$ cat src/rtl/tgc_pkg.sv
// Shared constants for the timer group start/stop and interrupt clear block
package tgc_pkg;
  // ==========================================================
  // Sizes
  localparam int NUM_TIMERS = 8;
  localparam int DATA_W     = 16;
  localparam int ADDR_W     = 16;
  localparam int HALF_W     = 8;

  // ==========================================================
  // Register offsets (byte addresses)
  localparam logic [15:0] MODE_BASE     = 16'hf320;
  localparam logic [15:0] IRQ_STAT_BASE = 16'hf330;
  localparam logic [15:0] IRQ_CLR_BASE  = 16'hf340;
  localparam logic [15:0] START_OFFS    = 16'hf350;
  localparam logic [15:0] STOP_OFFS     = 16'hf352;
  localparam logic [15:0] RUN_STAT_OFFS = 16'hf354;
  localparam logic [15:0] EVT_STAT_OFFS = 16'hf360;
  localparam logic [15:0] EVT_MASK_OFFS = 16'hf362;

  // ==========================================================
  // Field positions
  localparam int MODE_CS_BIT    = 0;
  localparam int MODE_SPLIT_BIT = 8;
  localparam int MODE_OST_BIT   = 9;
  localparam int MODE_NEG_BIT   = 10;
  localparam int IC_LOWER_BIT   = 0;
  localparam int IC_UPPER_BIT   = 1;
  localparam int IC_RETRIG_BIT  = 7;

  // ==========================================================
  // Masks and reset values
  localparam logic [15:0] MODE_WR_MASK = 16'h077d;
  localparam logic [15:0] MODE_RESET   = 16'h0000;
  localparam logic [15:0] READ_ZERO    = 16'h0000;
  localparam logic [7:0]  BYTE_RESET   = 8'h00;
endpackage

$ cat src/rtl/tgc_channel.sv
// One timer's run control, split-mode interrupt status and output level
`timescale 1ns/100ps
module tgc_channel (
  input  wire logic core_clk,
  input  wire logic rst,
  input  wire logic splitMode,
  input  wire logic polarityNeg,
  input  wire logic timerTick,
  input  wire logic startLower,
  input  wire logic startUpper,
  input  wire logic stopLower,
  input  wire logic stopUpper,
  input  wire logic matchLower,
  input  wire logic matchUpper,
  input  wire logic clearLower,
  input  wire logic clearUpper,
  input  wire logic retrigger,
  output logic      lowerRun,
  output logic      upperRun,
  output logic      lowerPending,
  output logic      upperPending,
  output logic      irqReq,
  output logic      outLevel
);
  // ==========================================================
  // State
  typedef struct packed {
    logic runLo;
    logic runHi;
    logic stopLo;
    logic stopHi;
    logic pendLo;
    logic pendHi;
    logic irq;
    logic level;
  } tgc_chan_t;

  tgc_chan_t chan_reg;
  tgc_chan_t chan_next;
  logic      hitLo;
  logic      hitHi;
  logic      anyPend;

  // ==========================================================
  // Next state
  always_comb begin
    chan_next = chan_reg;
    chan_next.irq = 1'b0;
    hitLo = matchLower & chan_reg.runLo;
    hitHi = matchUpper & chan_reg.runHi & splitMode;
    anyPend = chan_reg.pendLo | chan_reg.pendHi;
    // Stop waits for the timer clock edge
    if (stopLower && chan_reg.runLo) begin
      chan_next.stopLo = 1'b1;
    end
    if (stopUpper && splitMode && chan_reg.runHi) begin
      chan_next.stopHi = 1'b1;
    end
    if (timerTick && chan_next.stopLo) begin
      chan_next.runLo  = 1'b0;
      chan_next.stopLo = 1'b0;
    end
    if (timerTick && chan_next.stopHi) begin
      chan_next.runHi  = 1'b0;
      chan_next.stopHi = 1'b0;
    end
    // Start acts at once
    if (startLower) begin
      chan_next.runLo  = 1'b1;
      chan_next.stopLo = 1'b0;
    end
    if (startUpper && splitMode) begin
      chan_next.runHi  = 1'b1;
      chan_next.stopHi = 1'b0;
    end
    if (!splitMode) begin
      chan_next.runHi  = 1'b0;
      chan_next.stopHi = 1'b0;
    end
    // Output toggles on a lower-half match, rests at polarity level when idle
    if (!chan_next.runLo && !chan_next.runHi) begin
      chan_next.level = polarityNeg;
    end else if (hitLo) begin
      chan_next.level = ~chan_reg.level;
    end
    // Interrupt status: clear first so a same-cycle set wins
    if (splitMode) begin
      if (clearLower) begin
        chan_next.pendLo = 1'b0;
      end
      if (clearUpper) begin
        chan_next.pendHi = 1'b0;
      end
      if (hitLo) begin
        chan_next.pendLo = 1'b1;
      end
      if (hitHi) begin
        chan_next.pendHi = 1'b1;
      end
      chan_next.irq = (hitLo | hitHi) & ~anyPend;
      if (retrigger && (chan_next.pendLo || chan_next.pendHi)) begin
        chan_next.irq = 1'b1;
      end
    end else begin
      chan_next.pendLo = 1'b0;
      chan_next.pendHi = 1'b0;
      chan_next.irq    = hitLo;
    end
  end

  // ==========================================================
  // Registers
  always_ff @(posedge core_clk) begin
    if (rst) begin
      chan_reg <= '0;
    end else begin
      chan_reg <= chan_next;
    end
  end

  assign lowerRun     = chan_reg.runLo;
  assign upperRun     = chan_reg.runHi;
  assign lowerPending = chan_reg.pendLo;
  assign upperPending = chan_reg.pendHi;
  assign irqReq       = chan_reg.irq;
  assign outLevel     = chan_reg.level;
endmodule

$ cat src/rtl/tgc_timer_group.sv
// Register front end and eight timer channels of the timer group control
`timescale 1ns/100ps
module tgc_timer_group (
  input  wire logic        core_clk,
  input  wire logic        rst,
  input  wire logic [15:0] regAddr,
  input  wire logic [15:0] regWdata,
  input  wire logic        regWrite,
  input  wire logic        regRead,
  output logic      [15:0] regRdata,
  input  wire logic [7:0]  timerTick,
  input  wire logic [7:0]  lowerMatch,
  input  wire logic [7:0]  upperMatch,
  output logic      [7:0]  lowerRun,
  output logic      [7:0]  upperRun,
  output logic      [7:0]  timerIrqReq,
  output logic      [7:0]  timerOutLevel,
  output logic      [7:0]  splitMode,
  output logic      [7:0]  clockSelect,
  output logic      [7:0]  oneShot,
  output logic             irqOut
);
  // ==========================================================
  // Address decode helper
  // True when the address falls in a per-timer bank of even words
  function automatic logic bankHit(input logic [15:0] addr,
                                   input logic [15:0] base);
    bankHit = (addr[15:4] == base[15:4]) && (addr[0] == 1'b0);
  endfunction

  // ==========================================================
  // State
  typedef struct packed {
    logic [15:0]      rdata;
    logic [7:0][15:0] mode;
    logic [7:0]       evtStatus;
    logic [7:0]       evtMask;
    logic             irq;
  } tgc_top_t;

  tgc_top_t top_reg;
  tgc_top_t top_next;

  logic [7:0] startLo;
  logic [7:0] startHi;
  logic [7:0] stopLo;
  logic [7:0] stopHi;
  logic [7:0] clrLo;
  logic [7:0] clrHi;
  logic [7:0] retrig;
  logic [7:0] pendLo;
  logic [7:0] pendHi;
  logic [7:0] chanIrq;
  logic [7:0] splitSel;
  logic [7:0] negSel;
  logic [2:0] bankIdx;
  logic       modeWr;
  logic       clrWr;

  // ==========================================================
  // Write strobes toward the channels
  always_comb begin
    bankIdx = regAddr[3:1];
    modeWr  = regWrite && bankHit(regAddr, tgc_pkg::MODE_BASE);
    clrWr   = regWrite && bankHit(regAddr, tgc_pkg::IRQ_CLR_BASE);
    startLo = tgc_pkg::BYTE_RESET;
    startHi = tgc_pkg::BYTE_RESET;
    stopLo  = tgc_pkg::BYTE_RESET;
    stopHi  = tgc_pkg::BYTE_RESET;
    clrLo   = tgc_pkg::BYTE_RESET;
    clrHi   = tgc_pkg::BYTE_RESET;
    retrig  = tgc_pkg::BYTE_RESET;
    // Whole bytes pass through so every set bit acts together
    if (regWrite && regAddr == tgc_pkg::START_OFFS) begin
      startLo = regWdata[7:0];
      startHi = regWdata[15:8];
    end
    if (regWrite && regAddr == tgc_pkg::STOP_OFFS) begin
      stopLo = regWdata[7:0];
      stopHi = regWdata[15:8];
    end
    if (clrWr) begin
      clrLo[bankIdx]  = regWdata[tgc_pkg::IC_LOWER_BIT];
      clrHi[bankIdx]  = regWdata[tgc_pkg::IC_UPPER_BIT];
      retrig[bankIdx] = regWdata[tgc_pkg::IC_RETRIG_BIT];
    end
  end

  // ==========================================================
  // Mode fields steering the channels
  always_comb begin
    for (int i = 0; i < tgc_pkg::NUM_TIMERS; i++) begin
      splitSel[i] = top_reg.mode[i][tgc_pkg::MODE_SPLIT_BIT];
      negSel[i]   = top_reg.mode[i][tgc_pkg::MODE_NEG_BIT];
    end
  end

  // ==========================================================
  // Timer channels
  generate
    for (genvar g = 0; g < tgc_pkg::NUM_TIMERS; g++) begin : gen_chan
      tgc_channel u_chan (
        .core_clk     (core_clk),
        .rst          (rst),
        .splitMode    (splitSel[g]),
        .polarityNeg  (negSel[g]),
        .timerTick    (timerTick[g]),
        .startLower   (startLo[g]),
        .startUpper   (startHi[g]),
        .stopLower    (stopLo[g]),
        .stopUpper    (stopHi[g]),
        .matchLower   (lowerMatch[g]),
        .matchUpper   (upperMatch[g]),
        .clearLower   (clrLo[g]),
        .clearUpper   (clrHi[g]),
        .retrigger    (retrig[g]),
        .lowerRun     (lowerRun[g]),
        .upperRun     (upperRun[g]),
        .lowerPending (pendLo[g]),
        .upperPending (pendHi[g]),
        .irqReq       (chanIrq[g]),
        .outLevel     (timerOutLevel[g])
      );
    end
  endgenerate

  // ==========================================================
  // Register file, read mux and interrupt collection
  always_comb begin
    top_next = top_reg;
    // Mode words keep only their writable bits
    if (modeWr) begin
      top_next.mode[bankIdx] = regWdata & tgc_pkg::MODE_WR_MASK;
    end
    if (regWrite && regAddr == tgc_pkg::EVT_MASK_OFFS) begin
      top_next.evtMask = regWdata[7:0];
    end
    // Read data stand one cycle after the read strobe
    top_next.rdata = tgc_pkg::READ_ZERO;
    if (regRead) begin
      if (regAddr == tgc_pkg::START_OFFS) begin
        top_next.rdata = tgc_pkg::READ_ZERO;
      end else if (regAddr == tgc_pkg::STOP_OFFS) begin
        top_next.rdata = tgc_pkg::READ_ZERO;
      end else if (regAddr == tgc_pkg::RUN_STAT_OFFS) begin
        top_next.rdata = {upperRun, lowerRun};
      end else if (regAddr == tgc_pkg::EVT_STAT_OFFS) begin
        top_next.rdata = {tgc_pkg::BYTE_RESET, top_reg.evtStatus};
      end else if (regAddr == tgc_pkg::EVT_MASK_OFFS) begin
        top_next.rdata = {tgc_pkg::BYTE_RESET, top_reg.evtMask};
      end else if (bankHit(regAddr, tgc_pkg::MODE_BASE)) begin
        top_next.rdata = top_reg.mode[bankIdx];
      end else if (bankHit(regAddr, tgc_pkg::IRQ_STAT_BASE)) begin
        top_next.rdata = {14'h0000, pendHi[bankIdx], pendLo[bankIdx]};
      end else begin
        top_next.rdata = tgc_pkg::READ_ZERO;
      end
    end
    // Sticky event bits: a read clears, a new request wins
    if (regRead && regAddr == tgc_pkg::EVT_STAT_OFFS) begin
      top_next.evtStatus = tgc_pkg::BYTE_RESET;
    end
    top_next.evtStatus = top_next.evtStatus | chanIrq;
    top_next.irq = |(top_next.evtStatus & top_next.evtMask);
  end

  // ==========================================================
  // Registers
  always_ff @(posedge core_clk) begin
    if (rst) begin
      top_reg <= '0;
    end else begin
      top_reg <= top_next;
    end
  end

  // ==========================================================
  // Outputs
  always_comb begin
    for (int i = 0; i < tgc_pkg::NUM_TIMERS; i++) begin
      clockSelect[i] = top_reg.mode[i][tgc_pkg::MODE_CS_BIT];
      oneShot[i]     = top_reg.mode[i][tgc_pkg::MODE_OST_BIT];
    end
  end

  assign regRdata    = top_reg.rdata;
  assign splitMode   = splitSel;
  assign timerIrqReq = chanIrq;
  assign irqOut      = top_reg.irq;
endmodule

$ cat config.mk
export PLATFORM = sky130hd
export DESIGN_NAME = tgc_timer_group
export DESIGN_NICKNAME = d
export VERILOG_FILES = /design/src/rtl/tgc_pkg.sv /design/src/rtl/tgc_channel.sv /design/src/rtl/tgc_timer_group.sv
export SDC_FILE = /design/constraint.sdc
export NUM_CORES = 1
export LEC_CHECK = 0
export ABC_AREA = 1
export BUFFER_PORTS_ARGS = -buffer_cell sky130_fd_sc_hd__buf_4
export CORE_MARGIN = 1.5
export CORE_UTILIZATION = 57
export CTS_CLUSTER_DIAMETER = 200
export DETAILED_ROUTE_END_ITERATION = 6
export GPL_ROUTABILITY_DRIVEN = 1
export PLACE_DENSITY = 0.8
export SYNTH_ARGS = -nofsm -noshare
export SYNTH_HDL_FRONTEND = slang
export SYNTH_SLANG_ARGS = --single-unit
$ cat constraint.sdc
create_clock -name core_clk -period 1.9 [get_ports core_clk]
set_input_delay 0.38 -clock core_clk [delete_from_list [all_inputs] [get_ports core_clk]]
set_output_delay 0.38 -clock core_clk [all_outputs]
set_load 0.005 [all_outputs]
==> flow_summary.toml, run 1 <==
[flow_run]
max-cap-violations = 0

[worst_setup_path]
rrSetupSlack_ns = 0.36
cp_cell_sequence = "buf_4, nand2_1, inv_1, nand2_2, nor2_8, buf_4, nand2_1, nand3_1, a21oi_1, and2_1, buf_4, o21ai_0, o21ai_0"
max_stage_delay_ns = 0.28
cpMostUsedCell = "buf_4"
cp-start-kind = "input port"
cp-end-kind = "flip-flop"
path_class = "in -> reg"
crit_slowest_cell = "and2_1"
cp.required_ns = 2.25
arrival_ns = 2.02
crit_fanout = 6

[route]
drc = 26
post_drt_wl_per_cell_um = 17.7
drtAntennaViolNets = 0
routed_wl_um = 26600
dr_total_vias = 8505
vias_per_cell = 5.67
first_pass_iters = 7
drtIter0Drc = 942

[clocking]
clockRootBuffer = "clkbuf_16"
clkSlewWorstSetupHoldPaths_ns = 0.07
clk_latency_ns = 0.45
holdBufCountCts = 0
cts_resized = 0
cts.sinks = 169
htree_levels = 4
numCtsBuffers = 17
post_cts.repair.setup_buffers = 0
tritoncts = "built"
ctsLongestPathBuffers = 2

[final_layout]
largest_reg_flops = 56
final_core_util = 0.714
syn_to_final_growth_pct = 21.0
nNetsFinal = 1364
insertedDiodeCount = 0
layout-drive-gt1-share = 0.254

[global_route]
grt_pass1_wl_um = 41000
grt_usage = 0.333
antenna_found_initial = 0
grt_pass1_vias = 7762
grt_max_degree = 85
gr-total-overflow = 0

[sta]
max_clock_freq_ghz = 0.596
final_hold_viol_count = 0
layout_worst_path_cycle_share = 0.884
finalMaxSlewViolations = 0
setup-violations-final = 0
worstMarginPinSlew_ns = 0.628
slew_headroom = 0.581
period_needed_ns = 1.68
skew_ns = 0.0120
tns_ns = 0
rsz0062_at_grt = "no"

[power]
pwr-share-comb = 0.068
p_switching_mw = 1.93
p_total_mw = 7.39
power.share.sequential = 0.479
p_per_area_nw_per_um2 = 707
p_clk_frac = 0.453
p_leak_nw = 4.74
swShare = 0.261
max-vdd-ir-drop_mv = 0.634
p_int_mw = 5.46

[synth]
synth_edf_count = 0
synth_area_leaders = "dfxtp_1 39%, nand2_1 7.8%, inv_1 7.4%"
synth_cell_types = 46
ys_seq_area_frac = 0.391
synthFlopType = "dfxtp_1"
synth_area_per_cell_um2 = 7.38
synth_top_area_share = 0.391
syn_inst = 1171
syn-cell-area_um2 = 8640
synth_most_common_cell = "nand2_1"
synth_nets = 1231
yosysTopAreaCell = "dfxtp_1"
ys_ff_latch = 169
synth_warnings = 0
async_flop_share = 0
synthTopCellsByCount = "180 x nand2_1, 170 x inv_1, 169 x dfxtp_1, 117 x nor2_1, 103 x a21oi_1"

[floorplanning]
pin_count = 133
die-area_um2 = 15900
die_w_um = 126
dieHeight_um = 126
row_count = 44
core_um2 = 14600
start_util = 0.590

[placed_design]
routabilityCongestion = 0.981
io_buffers = 132
dp_hpwl_um = 19400

[outcome]
violations = "DRC"
status = "finished with violations"

[worst_hold_path]
hp-class = "in -> reg"
## cell usage in the layout, fill, tap and decap left out, drive strengths merged
master	n
buf	231
nand2	192
inv	183
dfxtp	169
nor2	136
a21oi	114
o21ai	91
nand3	44
nand4	29
o22ai	24
clkbuf	18
a211oi	17
a2111oi	16
xnor2	8
a21boi	8
a22oi	7
a21o	5
a221oi	4
clkinvlp	4
clkinv	3
nor4	2
nor3	2
and2	2
nand3b	2
a31oi	2
o22a	1
o21a	1
a41oi	1
o2111ai	1
## critical path: cells and delay by family
family	cells	cell delay (ns)
AOI/OAI and AO/OA	3	0.54
and+or+nand+nor	6	0.64
buffers and inverters	4	0.46
## through the flow
step                      hold WS, ns  setup slack (ns)  instances  cell area [um2]
after global placement          0.432            -0.149       1469             9900
after detailed placement        0.436            -0.190       1469             9900
after floorplan                 0.424             0.182       1171             8640
after global routing            0.128            0.0542       1501            10500
after CTS                       0.128             0.257       1501            10500
final                           0.138             0.221       1501            10500
## kinds of logic (layout without fill, tap and decap cells)
logic type             count (synthesis)  after routing  synth area share
AND/OR/NAND/NOR                      409            409             0.227
buffers and inverters                293            439             0.170
AO/OA/AOI/OAI                        292            292             0.203
flip-flops                           169            169             0.391
XOR/XNOR                               8              8           0.00811
## power groups by stage
stage,clock [mW],combinational [mW],sequential (mW)
after floorplan,0,0.212,3.62
after global placement,0,0.480,3.62
after detailed placement,0,0.482,3.62
after CTS,3.34,0.486,3.54
after global routing,3.51,0.529,3.54
final,3.35,0.505,3.54
## per-layer routing
layer  share of wire  global-route usage  up-vias
met1            0.41               0.445     3893
met5               0                   0        -
met4           0.031               0.128        0
met3            0.11              0.0820       74
li1                -                   -     4032
met2            0.45               0.522      506
## final timing paths
path	from	end	cells past startpoint
setup / recovery	regAddr[14]	regRdata[1]	13
hold / removal	timerTick[6]	gen_chan[6].u_chan.chan_reg[5]	2
setup reg to reg	splitMode[3]	gen_chan[3].u_chan.outLevel	9
hold reg to reg	top_reg[36]	top_reg[36]	2
## final cells by class
cell class | instances | area [um2]
fill | 1162 | 4190
multi-input combinational | 709 | 3790
sequential | 169 | 3380
timing repair buffer | 231 | 1830
inverter | 176 | 661
clock buffer | 18 | 429
tap | 184 | 230
clock inverter | 14 | 130
Power figures use the tool's default switching activity.
==> run 2, diff against run 1 <==
CORE_ASPECT_RATIO = 0.6   (was unset)
==> flow_summary.toml, run 2 (same netlist as run 1, synthesis figures left out) <==
[worst_setup_path]
cp-end-kind = "flip-flop"
r2r-start = "splitMode[0]"
startpoint = "regAddr[2]"
cp-start-kind = "input port"
arrival_ns = 2.19
reg2regPathDepth = 9
path_class = "in -> reg"
setup.worst_path.end = "regRdata[9]"
rrSetupSlack_ns = 0.21
r2r-end = "gen_chan[0].u_chan.outLevel"
cp.required_ns = 2.22
crit_fanout = 4

[route]
routed_wl_um = 28300
post_drt_wl_per_cell_um = 18.6
dr_total_vias = 8666
drtIter0Drc = 1131
vias_per_cell = 5.71
drtAntennaViolNets = 0
first_pass_iters = 6
drc = 0

[placed_design]
io_buffers = 132
dp_cells = 1486
place_ws_ns = -0.321
dp_hpwl_um = 20500
routabilityCongestion = 0.988

[floorplanning]
dieHeight_um = 98.4
die_w_um = 162
core_um2 = 14600
pin_count = 133
row_count = 34
die-area_um2 = 15900
start_util = 0.591

[clocking]
numCtsBuffers = 17
ctsLongestPathBuffers = 2
htree_levels = 4
clockRootBuffer = "clkbuf_16"
tritoncts = "built"
post_cts.repair.setup_buffers = 0
holdBufCountCts = 0
cts_resized = 0
cts.sinks = 169
clk_latency_ns = 0.43
clkSlewWorstSetupHoldPaths_ns = 0.07

[power]
p_switching_mw = 1.80
p_clk_frac = 0.454
p_total_mw = 7.45
power.share.sequential = 0.475
pwr-share-comb = 0.071
swShare = 0.241
p_int_mw = 5.65
p_leak_nw = 4.76
p_per_area_nw_per_um2 = 709
max-vdd-ir-drop_mv = 0.379

[global_route]
busiest_layer = "met1"
grt_use_met3 = 0.114
met2_usage = 0.509
grt_usage = 0.358
grt_pass1_wl_um = 43500
grt_use_met1 = 0.514
grt_pass1_vias = 7872
gr-total-overflow = 0
antenna_found_initial = 0
grt_max_degree = 89

[sta]
skew_ns = 0.00859
final_hold_viol_count = 0
finalMaxSlewViolations = 0
worstMarginPinSlew_ns = 0.656
setup-violations-final = 0
setup_ws_ns = 0.0222
slew_headroom = 0.563
layout_worst_path_cycle_share = 0.988
rsz0062_at_grt = "no"
period_needed_ns = 1.88
max_clock_freq_ghz = 0.533

[final_layout]
layout_common_cells = "227 x buf_4, 180 x nand2_1, 169 x inv_1, 169 x dfxtp_1, 117 x nor2_1"
insertedDiodeCount = 0
layout_commonest_cell = "buf_4"
syn_to_final_growth_pct = 21.5
largest_reg_flops = 56
finalNonFillerCells = 1517
layout-drive-gt1-share = 0.255
nNetsFinal = 1367
final_core_util = 0.717

[outcome]
status = "finished, final reports clean"

[worst_hold_path]
hp-class = "in -> reg"
hp-start = "timerTick[4]"

[flow_run]
max-cap-violations = 0
run 2: routing by layer:
metal	share of wire	routed length (um)	vias to the layer above
met2	0.40	11200	624
met3	0.15	4230	73
met1	0.43	12200	3923
met4	0.024	674	0
met5	0	0	-
li1	-	-	4046
run 2: how the worst min path moves through the flow:
stage / to / slack [ns] / depth (start not counted)
floorplan: top_reg[117] / 0.42 / 2
global placement: top_reg[22] / 0.43 / 2
detailed placement: top_reg[51] / 0.44 / 2
CTS: gen_chan[5].u_chan.chan_reg[5] / 0.15 / 2
global route: gen_chan[2].u_chan.chan_reg[5] / 0.15 / 2
finish: gen_chan[4].u_chan.chan_reg[5] / 0.15 / 2
run 2: worst max-delay path, stage by stage:
cell and delay (ns):
buf_4 0.13, buf_4 0.14, nand3_1 0.18, buf_4 0.20, buf_4 0.12, o22ai_1 0.06, a221oi_1 0.43, nand4_1 0.32
o21ai_0 0.23
run 2: cell type report:
| class | instances | area (um2) |
|---|---|---|
| fill | 1212 | 4140 |
| multi-input combinational | 709 | 3800 |
| sequential | 169 | 3380 |
| timing repair buffer | 234 | 1840 |
| inverter | 176 | 661 |
| clock buffer | 22 | 474 |
| tap | 198 | 248 |
| clock inverter | 9 | 91.3 |
run 2: power by group through the flow:
stage	clock network, mW	registers (mW)	logic, mW
after floorplan	0	3.62	0.212
after global placement	0	3.62	0.496
after CTS	3.37	3.54	0.506
after detailed placement	0	3.62	0.500
after global routing	3.55	3.54	0.550
final	3.38	3.54	0.526
run 2: metrics by stage:
| step | setup TNS, ns | area, um2 | hold slack [ns] |
|---|---|---|---|
| 5_1_grt | 0 | 10500 | 0.154 |
| 3_5_place_dp | -10.35 | 9930 | 0.436 |
| 3_3_place_gp | -6.78 | 9930 | 0.431 |
| 4_1_cts | 0 | 10500 | 0.150 |
| 6_report | 0 | 10500 | 0.154 |
| 2_1_floorplan | 0 | 8640 | 0.424 |
